## config.mk

```make
export PLATFORM = sky130hd
export DESIGN_NAME = scp_top
export DESIGN_NICKNAME = d
export VERILOG_FILES = /design/src/scp_pkg.sv /design/src/scp_shift.sv /design/src/scp_sync.sv /design/src/scp_top.sv
export SDC_FILE = /design/constraint.sdc
export NUM_CORES = 1
export LEC_CHECK = 0
export ABC_AREA = 1
export BUFFER_PORTS_ARGS = -buffer_cell sky130_fd_sc_hd__buf_2
export CAP_MARGIN = 20
export CORE_UTILIZATION = 55
export CTS_CLUSTER_DIAMETER = 120
export DETAILED_ROUTE_END_ITERATION = 7
export PLACE_DENSITY = 0.84
export SETUP_SLACK_MARGIN = 0.1
export SLEW_MARGIN = 10
export SYNTH_ARGS = -nofsm -noshare
export SYNTH_HDL_FRONTEND = slang
export SYNTH_HIERARCHICAL = 1
export SYNTH_SLANG_ARGS = --single-unit
```

## constraint.sdc

```tcl
create_clock -name MCLK_I -period 2.92 [get_ports MCLK_I]
set_input_delay 0.584 -clock MCLK_I [delete_from_list [all_inputs] [get_ports MCLK_I]]
set_output_delay 0.584 -clock MCLK_I [all_outputs]
set_load 0.02 [all_outputs]
```

## src/scp_pkg.sv

```systemverilog
/*
 Package for the shared-pin serial configuration block: register offsets,
 field layouts, pin mode encodings, carriers and timing constants.
 Assumes nothing of its surroundings.
*/
package scp_pkg;
   // ==========================================================
   // Interface modes
   localparam logic [1:0] MODE_SERIAL   = 2'h3;
   // ==========================================================
   // Register offsets (byte addresses)
   localparam logic [7:0] OFS_CTRL   = 8'h00;
   localparam logic [7:0] OFS_STAT   = 8'h04;
   localparam logic [7:0] OFS_IRQ    = 8'h08;
   localparam logic [7:0] OFS_MASK   = 8'h0C;
   localparam logic [7:0] OFS_CFG    = 8'h10;
   localparam logic [7:0] OFS_RESULT = 8'h14;
   // ==========================================================
   // Control fields
   localparam int CTRL_MODE_LO   = 0;
   localparam int CTRL_MODE_HI   = 1;
   localparam int CTRL_SRC_BIT   = 2;
   localparam int CTRL_CLKSRC    = 3;
   localparam int CTRL_INV_BIT   = 4;
   localparam logic [4:0] CTRL_RESET = 5'h00;
   // ==========================================================
   // Status and interrupt bits
   localparam int EV_RDERR  = 0;
   localparam int EV_CFGWR  = 1;
   localparam int EV_W      = 2;
   // ==========================================================
   // Configuration word
   localparam int CFG_W = 8;
   localparam logic [CFG_W-1:0] CFG_RESET = 8'h00;
   localparam logic [3:0] CNT_W = 4'h8;
   // ==========================================================
   // Result width and shared pin bits
   localparam int RES_W   = 18;
   localparam int PIN_B14 = 14;
   localparam int PIN_B15 = 15;
   localparam int PIN_B16 = 16;
   // ==========================================================
   // Timing
   localparam int CLK_PERIOD_PS   = 5000;
   localparam int ERR_PULSE_NS    = 15;
   localparam int ERR_PULSE_CYC   =
      (ERR_PULSE_NS * 1000 + CLK_PERIOD_PS - 1) / CLK_PERIOD_PS;
   // ==========================================================
   // Carriers
   typedef struct packed {
      logic       inv;
      logic       clk_ext;
      logic       src_hw;
      logic [1:0] mode;
   } scp_ctrl_t;
   typedef struct packed {
      logic cs_n;
      logic clk;
      logic din;
   } scp_link_t;
endpackage : scp_pkg

```

## src/scp_shift.sv

```systemverilog
/*
 Serial configuration shifter: captures bits MSB first on the active edge
 of the synchronised configuration clock while chip select is active.
 Assumes synchronised inputs on the system clock.
*/
`timescale 1ns/1ps
module scp_shift (
   input  wire logic                      clk_i,
   input  wire logic                      rst_i,
   input  wire logic                      en_i,
   input  wire logic                      inv_i,
   input  scp_pkg::scp_link_t             link_i,
   output logic [scp_pkg::CFG_W-1:0]      cfg_o,
   output logic                           done_o
);
   // ==========================================================
   // Edge detection
   logic                        clk_d;
   logic [scp_pkg::CFG_W-1:0]   sh;
   logic [3:0]                  cnt;
   wire  rise   = link_i.clk & ~clk_d;
   wire  fall   = ~link_i.clk & clk_d;
   wire  active = en_i & ~link_i.cs_n;
   wire  edge_s = inv_i ? fall : rise;
   wire  last   = (cnt == scp_pkg::CNT_W - 4'h1);
   always_ff @(posedge clk_i) begin
      if (rst_i) begin
         clk_d  <= 1'b0;
         sh     <= scp_pkg::CFG_RESET;
         cnt    <= 4'h0;
         cfg_o  <= scp_pkg::CFG_RESET;
         done_o <= 1'b0;
      end else begin
         clk_d  <= link_i.clk;
         done_o <= 1'b0;
         if (!active) begin
            cnt <= 4'h0;
         end else if (edge_s) begin
            sh <= {sh[scp_pkg::CFG_W-2:0], link_i.din};
            cnt <= last ? 4'h0 : cnt + 4'h1;
            if (last) begin
               cfg_o  <= {sh[scp_pkg::CFG_W-2:0], link_i.din};
               done_o <= 1'b1;
            end
         end
      end
   end
endmodule : scp_shift

```

## src/scp_sync.sv

```systemverilog
/*
 Two-flip-flop synchroniser for a bundle of asynchronous pin levels.
 Assumes a single clock and synchronous active-high reset.
*/
`timescale 1ns/1ps
module scp_sync #(
   parameter int W = 1
) (
   input  wire logic         clk_i,
   input  wire logic         rst_i,
   input  wire logic [W-1:0] d_i,
   output logic      [W-1:0] q_o
);
   logic [W-1:0] meta;
   always_ff @(posedge clk_i) begin
      if (rst_i) begin
         meta <= '0;
         q_o  <= '0;
      end else begin
         meta <= d_i;
         q_o  <= meta;
      end
   end
endmodule : scp_sync

```

## src/scp_top.sv

```systemverilog
/*
 Shared-pin logic of a converter host interface: three pins carry result
 bits 14..16 in parallel modes or act as the serial configuration port,
 read error flag generation, and an APB register file with interrupts.
 Assumes APB master on MCLK_I; pins arrive asynchronously.
*/
// Local design decisions: the APB slave port and the register offsets.
`timescale 1ns/1ps
module scp_top (
   input  wire logic        MCLK_I,
   input  wire logic        RESET_I,
   input  wire logic        PSEL_I,
   input  wire logic        PENABLE_I,
   input  wire logic        PWRITE_I,
   input  wire logic [7:0]  PADDR_I,
   input  wire logic [31:0] PWDATA_I,
   output logic      [31:0] PRDATA_O,
   output logic             PREADY_O,
   output logic             PSLVERR_O,
   input  wire logic        CFG_SERIAL_IN_I,
   input  wire logic        CFG_SERIAL_CLOCK_I,
   input  wire logic        CFG_CHIP_SELECT_N_I,
   input  wire logic        CONFIG_SOURCE_SELECT_I,
   input  wire logic        CLOCK_EDGE_INVERT_I,
   input  wire logic        HW_RANGE_I,
   input  wire logic        HW_OPMODE_I,
   input  wire logic        CONV_START_I,
   input  wire logic        READ_ACTIVE_I,
   input  wire logic        READ_DONE_I,
   input  wire logic [17:0] RESULT_I,
   output logic             PAR_DATA_BIT_FOURTEEN_O,
   output logic             PAR_DATA_BIT_FIFTEEN_O,
   output logic             PAR_DATA_BIT_SIXTEEN_O,
   output logic             PAR_BITS_OE_O,
   output logic             READ_ERROR_FLAG_O,
   output logic             RANGE_SEL_O,
   output logic             OPMODE_SEL_O,
   output logic             IRQ_O
);
   // ==========================================================
   // Pin synchronisers
   logic [7:0] pin_s;
   scp_sync #(.W(8)) u_sync (
      .clk_i (MCLK_I),
      .rst_i (RESET_I),
      .d_i   ({CFG_SERIAL_IN_I, CFG_SERIAL_CLOCK_I, CFG_CHIP_SELECT_N_I,
               CONFIG_SOURCE_SELECT_I, CLOCK_EDGE_INVERT_I,
               CONV_START_I, READ_ACTIVE_I, READ_DONE_I}),
      .q_o   (pin_s)
   );
   wire din_s   = pin_s[7];
   wire sclk_s  = pin_s[6];
   wire cs_n_s  = pin_s[5];
   wire src_s   = pin_s[4];
   wire inv_s   = pin_s[3];
   wire conv_s  = pin_s[2];
   wire ract_s  = pin_s[1];
   wire rdone_s = pin_s[0];
   // ==========================================================
   // Control register
   scp_pkg::scp_ctrl_t ctrl;
   logic [scp_pkg::EV_W-1:0] irq_stat;
   logic [scp_pkg::EV_W-1:0] irq_mask;
   wire serial_mode = (ctrl.mode == scp_pkg::MODE_SERIAL);
   wire src_hw      = src_s | ctrl.src_hw;
   wire port_en     = serial_mode & ~src_hw;
   wire inv_eff     = inv_s ^ ctrl.inv;
   // ==========================================================
   // Serial configuration shifter
   scp_pkg::scp_link_t link;
   logic [scp_pkg::CFG_W-1:0] cfg_word;
   logic cfg_done;
   assign link.cs_n = cs_n_s;
   assign link.clk  = sclk_s;
   assign link.din  = din_s;
   scp_shift u_shift (
      .clk_i  (MCLK_I),
      .rst_i  (RESET_I),
      .en_i   (port_en),
      .inv_i  (inv_eff),
      .link_i (link),
      .cfg_o  (cfg_word),
      .done_o (cfg_done)
   );
   // ==========================================================
   // Effective settings
   wire next_range  = port_en ? cfg_word[1]
                              : HW_RANGE_I;
   wire next_opmode = port_en ? cfg_word[0]
                              : HW_OPMODE_I;
   // ==========================================================
   // Read error detection
   logic       conv_d;
   logic       read_open;
   logic [1:0] err_cnt;
   wire conv_rise  = conv_s & ~conv_d;
   wire slave_mode = serial_mode & ctrl.clk_ext;
   wire rd_err_ev  = slave_mode & conv_rise & read_open;
   always_ff @(posedge MCLK_I) begin
      if (RESET_I) begin
         conv_d    <= 1'b0;
         read_open <= 1'b0;
         err_cnt   <= 2'h0;
      end else begin
         conv_d <= conv_s;
         if (conv_rise | rdone_s) begin
            read_open <= 1'b0;
         end else if (ract_s) begin
            read_open <= 1'b1;
         end
         if (rd_err_ev) begin
            err_cnt <= 2'(scp_pkg::ERR_PULSE_CYC);
         end else if (err_cnt != 2'h0) begin
            err_cnt <= err_cnt - 2'h1;
         end
      end
   end
   // ==========================================================
   // Result latch and shared pins
   logic [scp_pkg::RES_W-1:0] result;
   always_ff @(posedge MCLK_I) begin
      if (RESET_I) begin
         result                  <= '0;
         PAR_DATA_BIT_FOURTEEN_O <= 1'b0;
         PAR_DATA_BIT_FIFTEEN_O  <= 1'b0;
         PAR_DATA_BIT_SIXTEEN_O  <= 1'b0;
         PAR_BITS_OE_O           <= 1'b0;
         READ_ERROR_FLAG_O       <= 1'b0;
         RANGE_SEL_O             <= 1'b0;
         OPMODE_SEL_O            <= 1'b0;
      end else begin
         if (conv_rise & ~rd_err_ev) begin
            result <= RESULT_I;
         end else if (rd_err_ev) begin
            result <= '0;
         end
         PAR_BITS_OE_O           <= ~serial_mode;
         PAR_DATA_BIT_FOURTEEN_O <= ~serial_mode & result[scp_pkg::PIN_B14];
         PAR_DATA_BIT_FIFTEEN_O  <= ~serial_mode & result[scp_pkg::PIN_B15];
         PAR_DATA_BIT_SIXTEEN_O  <= ~serial_mode & result[scp_pkg::PIN_B16];
         READ_ERROR_FLAG_O       <= rd_err_ev | (err_cnt > 2'h1);
         RANGE_SEL_O             <= next_range;
         OPMODE_SEL_O            <= next_opmode;
      end
   end
   // ==========================================================
   // APB register file
   wire setup  = PSEL_I & ~PENABLE_I;
   wire access = PSEL_I & PENABLE_I & PREADY_O;
   wire wr     = access & PWRITE_I;
   wire hit    = (PADDR_I == scp_pkg::OFS_CTRL)
               | (PADDR_I == scp_pkg::OFS_STAT)
               | (PADDR_I == scp_pkg::OFS_IRQ)
               | (PADDR_I == scp_pkg::OFS_MASK)
               | (PADDR_I == scp_pkg::OFS_CFG)
               | (PADDR_I == scp_pkg::OFS_RESULT);
   wire [scp_pkg::EV_W-1:0] events = {cfg_done, rd_err_ev};
   logic [31:0] rdata;
   always_comb begin
      case (PADDR_I)
         scp_pkg::OFS_CTRL:   rdata = {27'h0, ctrl};
         scp_pkg::OFS_STAT:   rdata = {26'h0, port_en, src_hw, inv_eff,
                                       read_open, RANGE_SEL_O, OPMODE_SEL_O};
         scp_pkg::OFS_IRQ:    rdata = {30'h0, irq_stat};
         scp_pkg::OFS_MASK:   rdata = {30'h0, irq_mask};
         scp_pkg::OFS_CFG:    rdata = {24'h0, cfg_word};
         scp_pkg::OFS_RESULT: rdata = {14'h0, result};
         default:             rdata = 32'h0;
      endcase
   end
   always_ff @(posedge MCLK_I) begin
      if (RESET_I) begin
         ctrl      <= scp_pkg::CTRL_RESET;
         irq_mask  <= '0;
         irq_stat  <= '0;
         PRDATA_O  <= 32'h0;
         PREADY_O  <= 1'b0;
         PSLVERR_O <= 1'b0;
         IRQ_O     <= 1'b0;
      end else begin
         PREADY_O  <= setup;
         PSLVERR_O <= setup & ~hit;
         if (setup) begin
            PRDATA_O <= PWRITE_I ? 32'h0 : rdata;
         end
         if (wr & (PADDR_I == scp_pkg::OFS_CTRL)) begin
            ctrl <= PWDATA_I[scp_pkg::CTRL_INV_BIT:scp_pkg::CTRL_MODE_LO];
         end
         if (wr & (PADDR_I == scp_pkg::OFS_MASK)) begin
            irq_mask <= PWDATA_I[scp_pkg::EV_W-1:0];
         end
         // Set wins over write-one-to-clear
         irq_stat <= (irq_stat & ~((wr & (PADDR_I == scp_pkg::OFS_IRQ))
                     ? PWDATA_I[scp_pkg::EV_W-1:0] : '0)) | events;
         IRQ_O <= |(irq_stat & irq_mask);
      end
   end
endmodule : scp_top

```

==> results of run 1 <==
==> report_power, final <==
part	switching [uW]	internal, uW	total [uW]
Sequential	18.4	1340	1360
Combinational	128	73.0	201
Clock	454	439	894
==> worst paths after layout <==
check | startpoint | end | cells after the start
min | u_sync/q_o[0] | read_open | 1
max | ctrl[1] | u_shift/cfg_o[1] | 9
min reg2reg | u_sync/q_o[0] | read_open | 1
max reg2reg | ctrl[1] | u_shift/cfg_o[1] | 9
==> sequential cells by signal, indices dropped and copies added, names as in the netlist, 2 cells and up <==
name and count:
PRDATA_O 18, result 18, u_sync/meta 8, err_cnt 2, u_shift/cnt 4, u_shift/cfg_o 8, ctrl 5, irq_stat 2
u_shift/sh 7, u_sync/q_o 8, irq_mask 2
==> critical path: stages, from the launching register on <==
cell	delay (ns)
sky130_fd_sc_hd__dfxtp_1	0.37
sky130_fd_sc_hd__nand2_1	0.18
sky130_fd_sc_hd__nor3_1	0.17
sky130_fd_sc_hd__buf_4	0.17
sky130_fd_sc_hd__inv_1	0.07
sky130_fd_sc_hd__nor2_4	0.29
sky130_fd_sc_hd__nand2_1	0.23
sky130_fd_sc_hd__nor2_4	0.19
sky130_fd_sc_hd__nand2_1	0.06
sky130_fd_sc_hd__nand2_1	0.06
==> synth_stat cells, drive strengths merged <==
cell / number
inv: 44
xor2: 2
a21oi: 61
nor2: 67
nand2: 97
nor3: 5
clkinv: 2
nand3: 58
ha: 3
conb: 1
clkbuf: 12
dfxtp: 96
o21ai: 32
and3: 1
nand4: 10
or2: 1
buf: 25
==> per-stage QoR <==
step / setup slack (ns) / area (um^2)
6_report: 1.09 / 4490
5_1_grt: 0.923 / 4490
4_1_cts: 1.12 / 4490
3_5_place_dp: 0.871 / 4290
3_3_place_gp: 0.890 / 4290
2_1_floorplan: 1.40 / 3990
==> logic make-up after synthesis <==
| kind of cell | Yosys count | synth area share |
|---|---|---|
| flops | 96 | 0.487 |
| xor+xnor | 2 | 0.00444 |
| simple gates | 239 | 0.277 |
| other cells | 1 | 0.000951 |
| compound gates | 93 | 0.118 |
| buf+inv | 83 | 0.103 |
| fa+ha+maj | 3 | 0.00952 |
==> layout make-up <==
class	instances	area (um^2)	share of cell area
inverters	46	174	0.0387
multi-input cells	351	1670	0.371
clock buffers	11	151	0.0337
clock inverters	4	53.8	0.0120
flip-flops and latches	96	1920	0.428
well taps	96	120	0.0267
repair buffers	77	408	0.0908
==> metal layers <==
| metal | vias up | wire, um | track usage |
|---|---|---|---|
| met4 | 0 | 168 | 0.115 |
| met3 | 19 | 582 | 0.0400 |
| li1 | 1782 | - | - |
| met2 | 139 | 4080 | 0.395 |
| met1 | 1602 | 3540 | 0.289 |
| met5 | - | 0 | 0 |
==> cells in the final DEF, fill, tap and decap left out, drive strengths merged <==
master    netlist  layout
inv            44      44
nand3          58      58
dfxtp          96      96
nor2           67      67
bufinv          0       1
nand2          97      97
nor3            5       5
a21oi          61      61
ha              3       3
o21ai          32      32
buf            25      77
clkinv          2       3
clkbuf         12      11
xor2            2       2
conb            1      14
nand4          10      10
and3            1       1
or2             1       1
clkinvlp        0       2
==> impl_table.tex, run 1 <==
\begin{tabular}{lr}
\hline
Metric & Value \\
\hline
\multicolumn{2}{l}{\textbf{Outcome}} \\
\quad Status & complete, no violations \\
\multicolumn{2}{l}{\textbf{STA}} \\
\quad Worst Skew & 0.00995 ns \\
\quad Clock period minus final worst setup slack & 1.83 ns \\
\quad Setup violations, final & 0 \\
\quad Slew @ Worst Pin & 0.700 ns \\
\quad Count of final max-slew check failures & 0 \\
\quad Setup TNS & 0 ns \\
\quad Peak clock frequency supported by timing & $\sim$550 MHz \\
\quad Final Hold Viols & 0 \\
\quad Tcrit/Tclk final & 0.628 \\
\quad Relative max-transition margin & 0.533 \\
\quad Worst hold margin & 0.399 ns \\
\quad Setup repair after global routing missed its margin & no \\
\multicolumn{2}{l}{\textbf{Yosys}} \\
\quad Fraction of synthesized cell area taken by the top area cell type & 0.487 \\
\quad Yosys warnings & 6 \\
\quad Leading area contributor after synthesis & sky130\_fd\_sc\_hd\_\_dfxtp\_1 \\
\quad Post-Synthesis Mean Instance Area & $\sim$7.6 um\^{}2 \\
\quad Number of distinct library cells after synthesis & 30 \\
\quad Portion of the post-synthesis area used by sequential elements & 0.487 \\
\quad \#FFs+latches synth & 96 \\
\quad Area of the mapped netlist & 3940 um\^{}2 \\
\quad Cells after Synth & between 500 and 600 \\
\quad Leading post-synthesis cells by cell area & sky130\_fd\_sc\_hd\_\_dfxtp\_1 (49\%), sky130\_fd\_sc\_hd\_\_nand2\_1 (8.9\%), sky130\_fd\_sc\_hd\_\_a21oi\_1 (7.7\%), sky130\_fd\_sc\_hd\_\_nand3\_1 (7.0\%), sky130\_fd\_sc\_hd\_\_nor2\_1 (5.6\%) \\
\multicolumn{2}{l}{\textbf{Global routing}} \\
\quad Maximum number of pins on one net before global-route repair & 60 \\
\quad Global-route wire length before repair & 13700 um \\
\quad Overflow after GRT & 0 \\
\quad Total Routing Usage GR & 0.234 \\
\quad Number of antenna violations at the first check in global routing & 0 \\
\quad Via count of the first global-routing pass & 3067 \\
\multicolumn{2}{l}{\textbf{Setup path}} \\
\quad Crit. End Element & flop \\
\quad Arrival time reported for the critical path endpoint & 2.15 ns \\
\quad Critical path data required time & 3.23 ns \\
\quad Classification of the worst setup path & flop to flop \\
\quad Worst-path maximum fanout & 16 \\
\quad Critical path startpoint category & flop \\
\quad Reg2Reg Setup Slack & 1.09 ns \\
\multicolumn{2}{l}{\textbf{Detailed routing}} \\
\quad Via count of the routed design & 3542 \\
\quad Number of remaining DRC errors & 0 \\
\quad DRT Pass-1 Iters & 4 \\
\quad Final WL & 8370 um \\
\quad Violation count after the first detailed-route iteration & 204 \\
\quad Post-route ant nets & 0 \\
\quad Routed length per placed instance & 12.3 um \\
\quad Vias per inst & between 5 and 6 \\
\multicolumn{2}{l}{\textbf{Die}} \\
\quad Vertical die dimension & 86.7 um \\
\quad Core Region & 6870 um\^{}2 \\
\quad Area enclosed by the die boundary & roughly 7500 um\^{}2 \\
\quad Starting utilization of the core area & 0.574 \\
\quad Site Rows & 30 \\
\quad IO Count & 115 \\
\quad Chip width & about 87 um \\
\multicolumn{2}{l}{\textbf{Run}} \\
\quad Number of max-capacitance violations reported & 0 \\
\multicolumn{2}{l}{\textbf{Clock tree}} \\
\quad Clock input transition at the sequential cells of the worst setup and hold paths & roughly 0.090 ns \\
\quad Clk sink count & 96 \\
\quad Htree depth & 3 \\
\quad Number of buffers added for setup after CTS & 0 \\
\quad CTS buffer count & 9 \\
\quad Post-cts sizing count & 0 \\
\quad Number of hold buffers added after CTS & 0 \\
\quad Library cell used as clock root buffer & sky130\_fd\_sc\_hd\_\_clkbuf\_8 \\
\quad CTS tree & done \\
\quad Source-to-sink clock delay at the later pin of the worst-skew pair & 0.36 ns \\
\quad Number of buffers on the longest clock path & 2 \\
\multicolumn{2}{l}{\textbf{Place}} \\
\quad Routability-driven placement congestion ratio & approximately 0.93 \\
\quad Number of placed instances with taps included & about 670 \\
\quad Half-perimeter wire length after placement & 5890 um \\
\quad Total of buffers placed on input and output ports & 73 \\
\multicolumn{2}{l}{\textbf{Layout}} \\
\quad Final \#Nets & between 600 and 700 \\
\quad Ratio of cells with drive above 1 in the final layout & 0.190 \\
\quad Post-route non-filler standard cell count & between 600 and 700 \\
\quad Final core utilization & 0.654 \\
\quad N\_diodes & 0 \\
\quad Area grow syn2layout & 14.0\% \\
\quad Filler instances & 623 \\
\multicolumn{2}{l}{\textbf{Min path}} \\
\quad Hold Path Class & flop to flop \\
\multicolumn{2}{l}{\textbf{Power}} \\
\quad Total Power & 2460 uW \\
\quad Power density relative to cell area & between 500 and 600 nW/um\^{}2 \\
\quad Max VDD drop & 0.372 mV \\
\quad Lkg Pwr & 0.00193 uW \\
\hline
\end{tabular}
(Power assumes the default switching activity.)
==> run 2: changes to the inputs <==
--- a/config.mk
+++ b/config.mk
@@ -5,13 +5,13 @@
 export SDC_FILE = /design/constraint.sdc
 export NUM_CORES = 1
 export LEC_CHECK = 0
-export ABC_AREA = 1
+export ABC_AREA = 0
 export BUFFER_PORTS_ARGS = -buffer_cell sky130_fd_sc_hd__buf_2
 export CAP_MARGIN = 20
-export CORE_UTILIZATION = 55
+export CORE_UTILIZATION = 51
 export CTS_CLUSTER_DIAMETER = 120
 export DETAILED_ROUTE_END_ITERATION = 7
-export PLACE_DENSITY = 0.84
+export PLACE_DENSITY = 0.79
 export SETUP_SLACK_MARGIN = 0.1
 export SLEW_MARGIN = 10
 export SYNTH_ARGS = -nofsm -noshare
==> constraint.sdc (replaced) <==
create_clock -name MCLK_I -period 1.9 [get_ports MCLK_I]
set_input_delay 0.38 -clock MCLK_I [delete_from_list [all_inputs] [get_ports MCLK_I]]
set_output_delay 0.38 -clock MCLK_I [all_outputs]
set_load 0.02 [all_outputs]
==> run 2 against run 1 <==
  * Fmax rose by 11%
  * Highest routed layer unchanged
  * Register-to-register slack got worse by 0.84 ns
  * Via count fell by 19%
  * Critical endpoint is now u_shift/cnt[3]
  * Clock power rose by 80%
  * Wire length fell by 8.3%
  * Hold slack got worse by 0.17 ns
  * Sequential power rose by 54%
  * Largest power group unchanged
  * Die area rose by 5.2%
  * Utilization fell by 3.3 points
  * Area after synthesis fell by 2.4%
==> impl_table.tex, run 2 <==
\begin{tabular}{lr}
\hline
Metric & Value \\
\hline
\multicolumn{2}{l}{\textbf{Outcome}} \\
\quad Status & complete, no violations \\
\multicolumn{2}{l}{\textbf{Detailed routing}} \\
\quad Vias per inst & 5.14 \\
\quad Routed length per placed instance & 13.8 um \\
\quad Via count of the routed design & 2858 \\
\quad Violation count after the first detailed-route iteration & 262 \\
\quad Final WL & 7670 um \\
\quad Number of remaining DRC errors & 0 \\
\quad DRT Pass-1 Iters & 4 \\
\quad Post-route ant nets & 0 \\
\multicolumn{2}{l}{\textbf{Yosys}} \\
\quad Leading post-synthesis cells by cell area & sky130\_fd\_sc\_hd\_\_dfxtp\_1 (50\%), sky130\_fd\_sc\_hd\_\_mux2i\_1 (7.8\%), sky130\_fd\_sc\_hd\_\_nand2b\_1 (3.9\%), sky130\_fd\_sc\_hd\_\_a21oi\_1 (3.4\%), sky130\_fd\_sc\_hd\_\_a22o\_1 (3.0\%) \\
\quad Post-Synthesis Mean Instance Area & approximately 10 um\^{}2 \\
\quad Most frequently used cell type in the post-synthesis netlist & sky130\_fd\_sc\_hd\_\_dfxtp\_1 \\
\quad Yosys warnings & 6 \\
\quad Portion of the post-synthesis area used by sequential elements & 0.499 \\
\quad Cells after Synth & 377 \\
\quad \#FFs+latches synth & between 90 and 100 \\
\quad Number of distinct library cells after synthesis & 51 \\
\quad Dominant synthesized flop cell & sky130\_fd\_sc\_hd\_\_dfxtp\_1 \\
\quad Leading area contributor after synthesis & sky130\_fd\_sc\_hd\_\_dfxtp\_1 \\
\quad Number of flops mapped to enable cells by yosys & 0 \\
\quad Fraction of synthesized cell area taken by the top area cell type & 0.499 \\
\quad Fraction of registers with async set or reset after synthesis & 0 \\
\quad Area of the mapped netlist & 3850 um\^{}2 \\
\quad Top cell types by occurrence after synthesis & sky130\_fd\_sc\_hd\_\_dfxtp\_1 (96), sky130\_fd\_sc\_hd\_\_mux2i\_1 (30), sky130\_fd\_sc\_hd\_\_nand2\_1 (30) \\
\multicolumn{2}{l}{\textbf{Place}} \\
\quad Half-perimeter wire length after placement & 5660 um \\
\quad Total of buffers placed on input and output ports & 73 \\
\quad Number of placed instances with taps included & 540 \\
\quad Routability-driven placement congestion ratio & 0.833 \\
\multicolumn{2}{l}{\textbf{Setup path}} \\
\quad Cells along the critical path & or2\_1 > nor2\_2 > or3b\_1 > or3\_1 > mux2i\_1 \\
\quad Highest cell delay on the worst timing path & 0.41 ns \\
\quad Arrival time reported for the critical path endpoint & 1.95 ns \\
\quad Worst setup path startpoint & ctrl[2] \\
\quad Critical path startpoint category & flop \\
\quad Critical path data required time & roughly 2.2 ns \\
\quad Worst-path maximum fanout & 3 \\
\quad Slowest cell on the critical path & sky130\_fd\_sc\_hd\_\_or3b\_1 \\
\quad Length in cells of the worst reg-to-reg path & 5 \\
\quad Crit. End Element & flop \\
\quad Reg-to-reg startpoint & ctrl[2] \\
\quad Classification of the worst setup path & flop to flop \\
\multicolumn{2}{l}{\textbf{Layout}} \\
\quad Area grow syn2layout & 17.7\% \\
\quad Commonest non-fill, non-tap cell in the layout & sky130\_fd\_sc\_hd\_\_dfxtp\_1 \\
\quad Ratio of cells with drive above 1 in the final layout & 0.289 \\
\quad N\_diodes & 0 \\
\quad Largest registers & PRDATA\_O (18), result (18) \\
\quad Filler instances & between 600 and 700 \\
\quad Final \#Nets & 528 \\
\quad Most frequent cells in the layout & sky130\_fd\_sc\_hd\_\_dfxtp\_1 (96), sky130\_fd\_sc\_hd\_\_buf\_2 (73), sky130\_fd\_sc\_hd\_\_nand2\_1 (30), sky130\_fd\_sc\_hd\_\_mux2i\_1 (30), sky130\_fd\_sc\_hd\_\_a21oi\_1 (26) \\
\quad Post-route non-filler standard cell count & 556 \\
\multicolumn{2}{l}{\textbf{Die}} \\
\quad Core Region & 7290 um\^{}2 \\
\quad Starting utilization of the core area & 0.528 \\
\quad Vertical die dimension & 88.9 um \\
\quad Site Rows & 31 \\
\quad Chip width & $\sim$89 um \\
\quad IO Count & 115 \\
\quad Area enclosed by the die boundary & 7900 um\^{}2 \\
\multicolumn{2}{l}{\textbf{Power}} \\
\quad Lkg Pwr & around 0.0019 uW \\
\quad Power density relative to cell area & 896 nW/um\^{}2 \\
\quad Max VDD drop & 0.811 mV \\
\multicolumn{2}{l}{\textbf{Clock tree}} \\
\quad Clock input transition at the sequential cells of the worst setup and hold paths & 0.09 ns \\
\quad Number of buffers on the longest clock path & 2 \\
\quad CTS buffer count & 9 \\
\quad Library cell used as clock root buffer & sky130\_fd\_sc\_hd\_\_clkbuf\_8 \\
\quad Htree depth & 3 \\
\quad Number of hold buffers added after CTS & 0 \\
\quad Source-to-sink clock delay at the later pin of the worst-skew pair & 0.36 ns \\
\quad Clk sink count & 96 \\
\quad CTS tree & done \\
\multicolumn{2}{l}{\textbf{STA}} \\
\quad Final Hold Viols & 0 \\
\quad Setup violations, final & 0 \\
\quad Setup TNS & 0 ns \\
\quad Worst Skew & 0.00875 ns \\
\quad Setup repair after global routing missed its margin & no \\
\quad Peak clock frequency supported by timing & 603 MHz \\
\quad Clock period minus final worst setup slack & 1.66 ns \\
\quad Count of final max-slew check failures & 0 \\
\quad Tcrit/Tclk final & 0.873 \\
\multicolumn{2}{l}{\textbf{Global routing}} \\
\quad Global-route wire length before repair & between 10000 and 15000 um \\
\quad Overflow after GRT & 0 \\
\quad Maximum number of pins on one net before global-route repair & 37 \\
\quad Total Routing Usage GR & 0.209 \\
\quad Number of antenna violations at the first check in global routing & 0 \\
\quad Via count of the first global-routing pass & 2721 \\
\multicolumn{2}{l}{\textbf{Min path}} \\
\quad WHS Path Cells & 2 \\
\quad Hold Path Class & primary input to flop \\
\quad Worst hold start & CONFIG\_SOURCE\_SELECT\_I \\
\multicolumn{2}{l}{\textbf{Run}} \\
\quad Number of max-capacitance violations reported & 0 \\
\hline
\end{tabular}
==> run 2: changes by cell type in the layout (fill, tap and decap cells not counted), sizes merged, moves of 30 or more <==
cell | before | now
inv | 44 | 7
nand3 | 58 | 22
nand2 | 97 | 30
nor2 | 67 | 18
a21oi | 61 | 26
mux2i | 0 | 30
==> run 2: worst max-delay path, delay by kind of cell (launching register included) <==
family | cells | cell delay (ns)
DFF | 1 | 0.34
muxes | 1 | 0.12
and+or+nand+nor | 4 | 1.14
==> run 2: timing repair <==
action / in CTS / in global routing
gates resized for setup: 1 / 1
pin swaps: 0 / 0
setup buffers: 0 / 0
endpoints found under the setup margin: 1 / 1
==> run 2: worst paths after layout <==
kind / to / slack, ns
hold / removal: u_sync/meta[4] / 0.23
setup reg to reg: u_shift/cnt[3] / 0.24
setup / recovery: u_shift/cnt[3] / 0.24
hold reg to reg: read_open / 0.42
==> run 2: per-layer routing <==
layer  wire length [um]  global-route usage
met4                142              0.0748
met3                474              0.0588
met2               3720               0.348
met1               3330               0.260
met5                  0                   0
==> run 2: cells by family after synthesis <==
family | count (synthesis) | synth area share
buf+inv | 39 | 0.0585
flops | 96 | 0.499
other cells | 1 | 0.000974
simple gates | 144 | 0.214
compound gates | 56 | 0.103
xor+xnor | 2 | 0.00455
mux | 36 | 0.110
fa+ha+maj | 3 | 0.00975
==> run 2: final cells by class <==
cell class,count,area (um^2),area share
clock buffers,9,124,0.0273
clock inverters,7,128,0.0282
inverters,5,18.8,0.00414
multi-input cells,255,1760,0.389
flip-flops and latches,96,1920,0.424
well taps,99,124,0.0273
repair buffers,85,455,0.100
==> run 2: power breakdown <==
group	total [uW]	internal (uW)	switching [uW]
registers	2100	2070	29.2
clock network	1610	892	722
logic	346	159	188
==> run 2: per-stage QoR <==
step	utilization	power (uW)	instance area (um^2)	hold slack [ns]	worst slack (ns)
after CTS	0.621	4090	4530	0.219	0.195
after floorplan	-	2410	3900	0.375	0.199
final	0.622	4060	4530	0.229	0.242
after global placement	0.586	2480	4270	0.383	0.185
after global routing	0.622	4230	4530	0.210	0.118
after detailed placement	0.586	2500	4270	0.401	0.131
==> run 3: changes to the inputs <==
--- a/config.mk
+++ b/config.mk
@@ -8,12 +8,13 @@
 export ABC_AREA = 0
 export BUFFER_PORTS_ARGS = -buffer_cell sky130_fd_sc_hd__buf_2
 export CAP_MARGIN = 20
+export CORE_MARGIN = 2
 export CORE_UTILIZATION = 51
 export CTS_CLUSTER_DIAMETER = 120
 export DETAILED_ROUTE_END_ITERATION = 7
 export PLACE_DENSITY = 0.79
 export SETUP_SLACK_MARGIN = 0.1
-export SLEW_MARGIN = 10
+export SLEW_MARGIN = 30
 export SYNTH_ARGS = -nofsm -noshare
 export SYNTH_HDL_FRONTEND = slang
 export SYNTH_HIERARCHICAL = 1
==> run 3 against run 2 <==
  * Non-clock buffer count is the same
  * Global-route usage shrank 1.4 points
  * Sequential share of layout area is the same
  * Clock skew grew 0.0077 ns
  * Largest power group unchanged
==> impl_table.tex, run 3 (synthesized netlist as in run 2, its figures left out) <==
\begin{tabular}{lr}
\hline
Metric & Value \\
\hline
\multicolumn{2}{l}{\textbf{Place}} \\
\quad Total of buffers placed on input and output ports & 73 \\
\quad Routability-driven placement congestion ratio & 0.859 \\
\quad Worst slack at placement & 0.110 ns \\
\quad Half-perimeter wire length after placement & 5490 um \\
\quad Number of placed instances with taps included & 540 \\
\quad DP Area & roughly 4300 um\^{}2 \\
\multicolumn{2}{l}{\textbf{Global routing}} \\
\quad Fraction of met2 tracks used by global routing & 0.309 \\
\quad Met1 Track Usage GR & 0.257 \\
\quad Maximum number of pins on one net before global-route repair & slightly below 80 \\
\quad Overflow after GRT & 0 \\
\quad Met3 routing resource usage after global routing & 0.0609 \\
\quad Global-route wire length before repair & between 10000 and 15000 um \\
\quad Total Routing Usage GR & 0.195 \\
\quad Most used routing layer & met2 \\
\quad Number of antenna violations at the first check in global routing & 0 \\
\quad Via count of the first global-routing pass & 2710 \\
\multicolumn{2}{l}{\textbf{Power}} \\
\quad Power share of the clock group & 0.391 \\
\quad Switching part of the total power & 0.226 \\
\quad Sequential share of power & 0.523 \\
\quad Combinational fraction of design power & 0.087 \\
\quad Lkg Pwr & just under 0.002 uW \\
\quad Max VDD drop & 1.08 mV \\
\quad Power density relative to cell area & 885 nW/um\^{}2 \\
\quad Cell internal power dissipation & 3110 uW \\
\quad Net switching power & 906 uW \\
\multicolumn{2}{l}{\textbf{STA}} \\
\quad Worst Skew & 0.0164 ns \\
\quad Clock period minus final worst setup slack & between 1.5 and 2 ns \\
\quad Setup violations, final & 0 \\
\quad Count of final max-slew check failures & 0 \\
\quad Worst hold margin & 0.221 ns \\
\quad Setup repair after global routing missed its margin & no \\
\quad Tcrit/Tclk final & 0.892 \\
\quad Setup TNS & 0 ns \\
\quad Peak clock frequency supported by timing & 590 MHz \\
\quad Setup slack after layout & $\sim$0.2 ns \\
\quad Final Hold Viols & 0 \\
\multicolumn{2}{l}{\textbf{Layout}} \\
\quad Post-route non-filler standard cell count & roughly 560 \\
\quad Largest registers & PRDATA\_O (18), result (18) \\
\quad Commonest non-fill, non-tap cell in the layout & sky130\_fd\_sc\_hd\_\_dfxtp\_1 \\
\quad Final standard cell area without fillers & approximately 4500 um\^{}2 \\
\quad Final \#Nets & 528 \\
\quad Most frequent cells in the layout & sky130\_fd\_sc\_hd\_\_dfxtp\_1 (96), sky130\_fd\_sc\_hd\_\_buf\_2 (73), sky130\_fd\_sc\_hd\_\_nand2\_1 (30), sky130\_fd\_sc\_hd\_\_mux2i\_1 (30), sky130\_fd\_sc\_hd\_\_a21oi\_1 (26) \\
\quad Ratio of cells with drive above 1 in the final layout & 0.287 \\
\quad N\_diodes & 0 \\
\quad Area grow syn2layout & 17.7\% \\
\multicolumn{2}{l}{\textbf{Clock tree}} \\
\quad Source-to-sink clock delay at the later pin of the worst-skew pair & 0.36 ns \\
\quad Number of buffers added for setup after CTS & 0 \\
\quad Clk sink count & 96 \\
\quad Htree depth & 3 \\
\quad Number of buffers on the longest clock path & 2 \\
\quad CTS tree & done \\
\quad CTS buffer count & 9 \\
\quad Clock input transition at the sequential cells of the worst setup and hold paths & 0.09 ns \\
\quad Library cell used as clock root buffer & sky130\_fd\_sc\_hd\_\_clkbuf\_8 \\
\multicolumn{2}{l}{\textbf{Setup path}} \\
\quad Critical path data required time & 2.18 ns \\
\quad Worst-path maximum fanout & 3 \\
\quad Arrival time reported for the critical path endpoint & roughly 2 ns \\
\quad Classification of the worst setup path & flop to flop \\
\quad Crit. End Element & flop \\
\quad Critical path startpoint category & flop \\
\multicolumn{2}{l}{\textbf{Die}} \\
\quad Chip width & 90.9 um \\
\quad Area enclosed by the die boundary & 8260 um\^{}2 \\
\quad Vertical die dimension & roughly 90 um \\
\quad Site Rows & 31 \\
\quad IO Count & 115 \\
\quad Starting utilization of the core area & 0.528 \\
\quad Core Region & 7290 um\^{}2 \\
\multicolumn{2}{l}{\textbf{Detailed routing}} \\
\quad DRT Pass-1 Iters & 4 \\
\quad Violation count after the first detailed-route iteration & 116 \\
\quad Final WL & 7690 um \\
\quad Post-route ant nets & 0 \\
\quad Vias per inst & 5.04 \\
\quad Via count of the routed design & 2797 \\
\quad Routed length per placed instance & 13.9 um \\
\quad Number of remaining DRC errors & 0 \\
\multicolumn{2}{l}{\textbf{Min path}} \\
\quad Hold Path Class & primary input to flop \\
\multicolumn{2}{l}{\textbf{Run}} \\
\quad Number of max-capacitance violations reported & 0 \\
\multicolumn{2}{l}{\textbf{Outcome}} \\
\quad Status & complete, no violations \\
\hline
\end{tabular}
## run 3: cell types whose count changed in the layout (fill, tap and decap cells not counted), sizes merged
cell      before  now
clkinvlp       2    1
## run 3: power groups by stage
stage / Clock (uW) / Sequential, uW / Combinational (uW)
CTS: 1600 / 2100 / 350
floorplan: 0 / 2150 / 253
detailed placement: 0 / 2150 / 348
finish: 1570 / 2100 / 347
global route: 1700 / 2110 / 388
global placement: 0 / 2140 / 339
## run 3: metrics by stage
stage                util  power [uW]
floorplan               -        2410
global placement    0.588        2480
detailed placement  0.588        2500
CTS                 0.620        4050
global route        0.622        4200
finish              0.622        4010
## run 3: what timing repair did
item                       4_1_cts  5_1_grt
hold buffers                     0        0
setup endpoints to repair        0        3
resized for setup                0        2
## run 3: path summary, 6_finish.rpt
check	start	end	slack, ns	cells past startpoint
setup / recovery	ctrl[2]	u_shift/cnt[3]	0.20	5
hold / removal	CFG_SERIAL_CLOCK_I	u_sync/meta[6]	0.22	2
setup reg to reg	ctrl[2]	u_shift/cnt[3]	0.20	5
hold reg to reg	u_sync/q_o[0]	read_open	0.40	1
## run 3: area by class of cell
type | instances | area, um^2
timing repair buffer | 85 | 468
inverter | 5 | 18.8
tap | 99 | 124
sequential | 96 | 1920
multi-input combinational | 255 | 1760
clock buffer | 9 | 124
fill | 618 | 2760
clock inverter | 6 | 115
## run 3: layer usage
| layer | share of wire | vias to the layer above |
|---|---|---|
| li1 | - | 1423 |
| met1 | 0.45 | 1265 |
| met2 | 0.47 | 99 |
| met3 | 0.065 | 10 |
| met4 | 0.016 | 0 |
| met5 | 0 | - |
## run 3: worst max-delay path: stages (launching register included)
cell,delay [ns]
sky130_fd_sc_hd__dfxtp_1,0.34
sky130_fd_sc_hd__or2_1,0.26
sky130_fd_sc_hd__nor2_2,0.15
sky130_fd_sc_hd__or3b_1,0.41
sky130_fd_sc_hd__or3_1,0.32
sky130_fd_sc_hd__mux2i_1,0.14
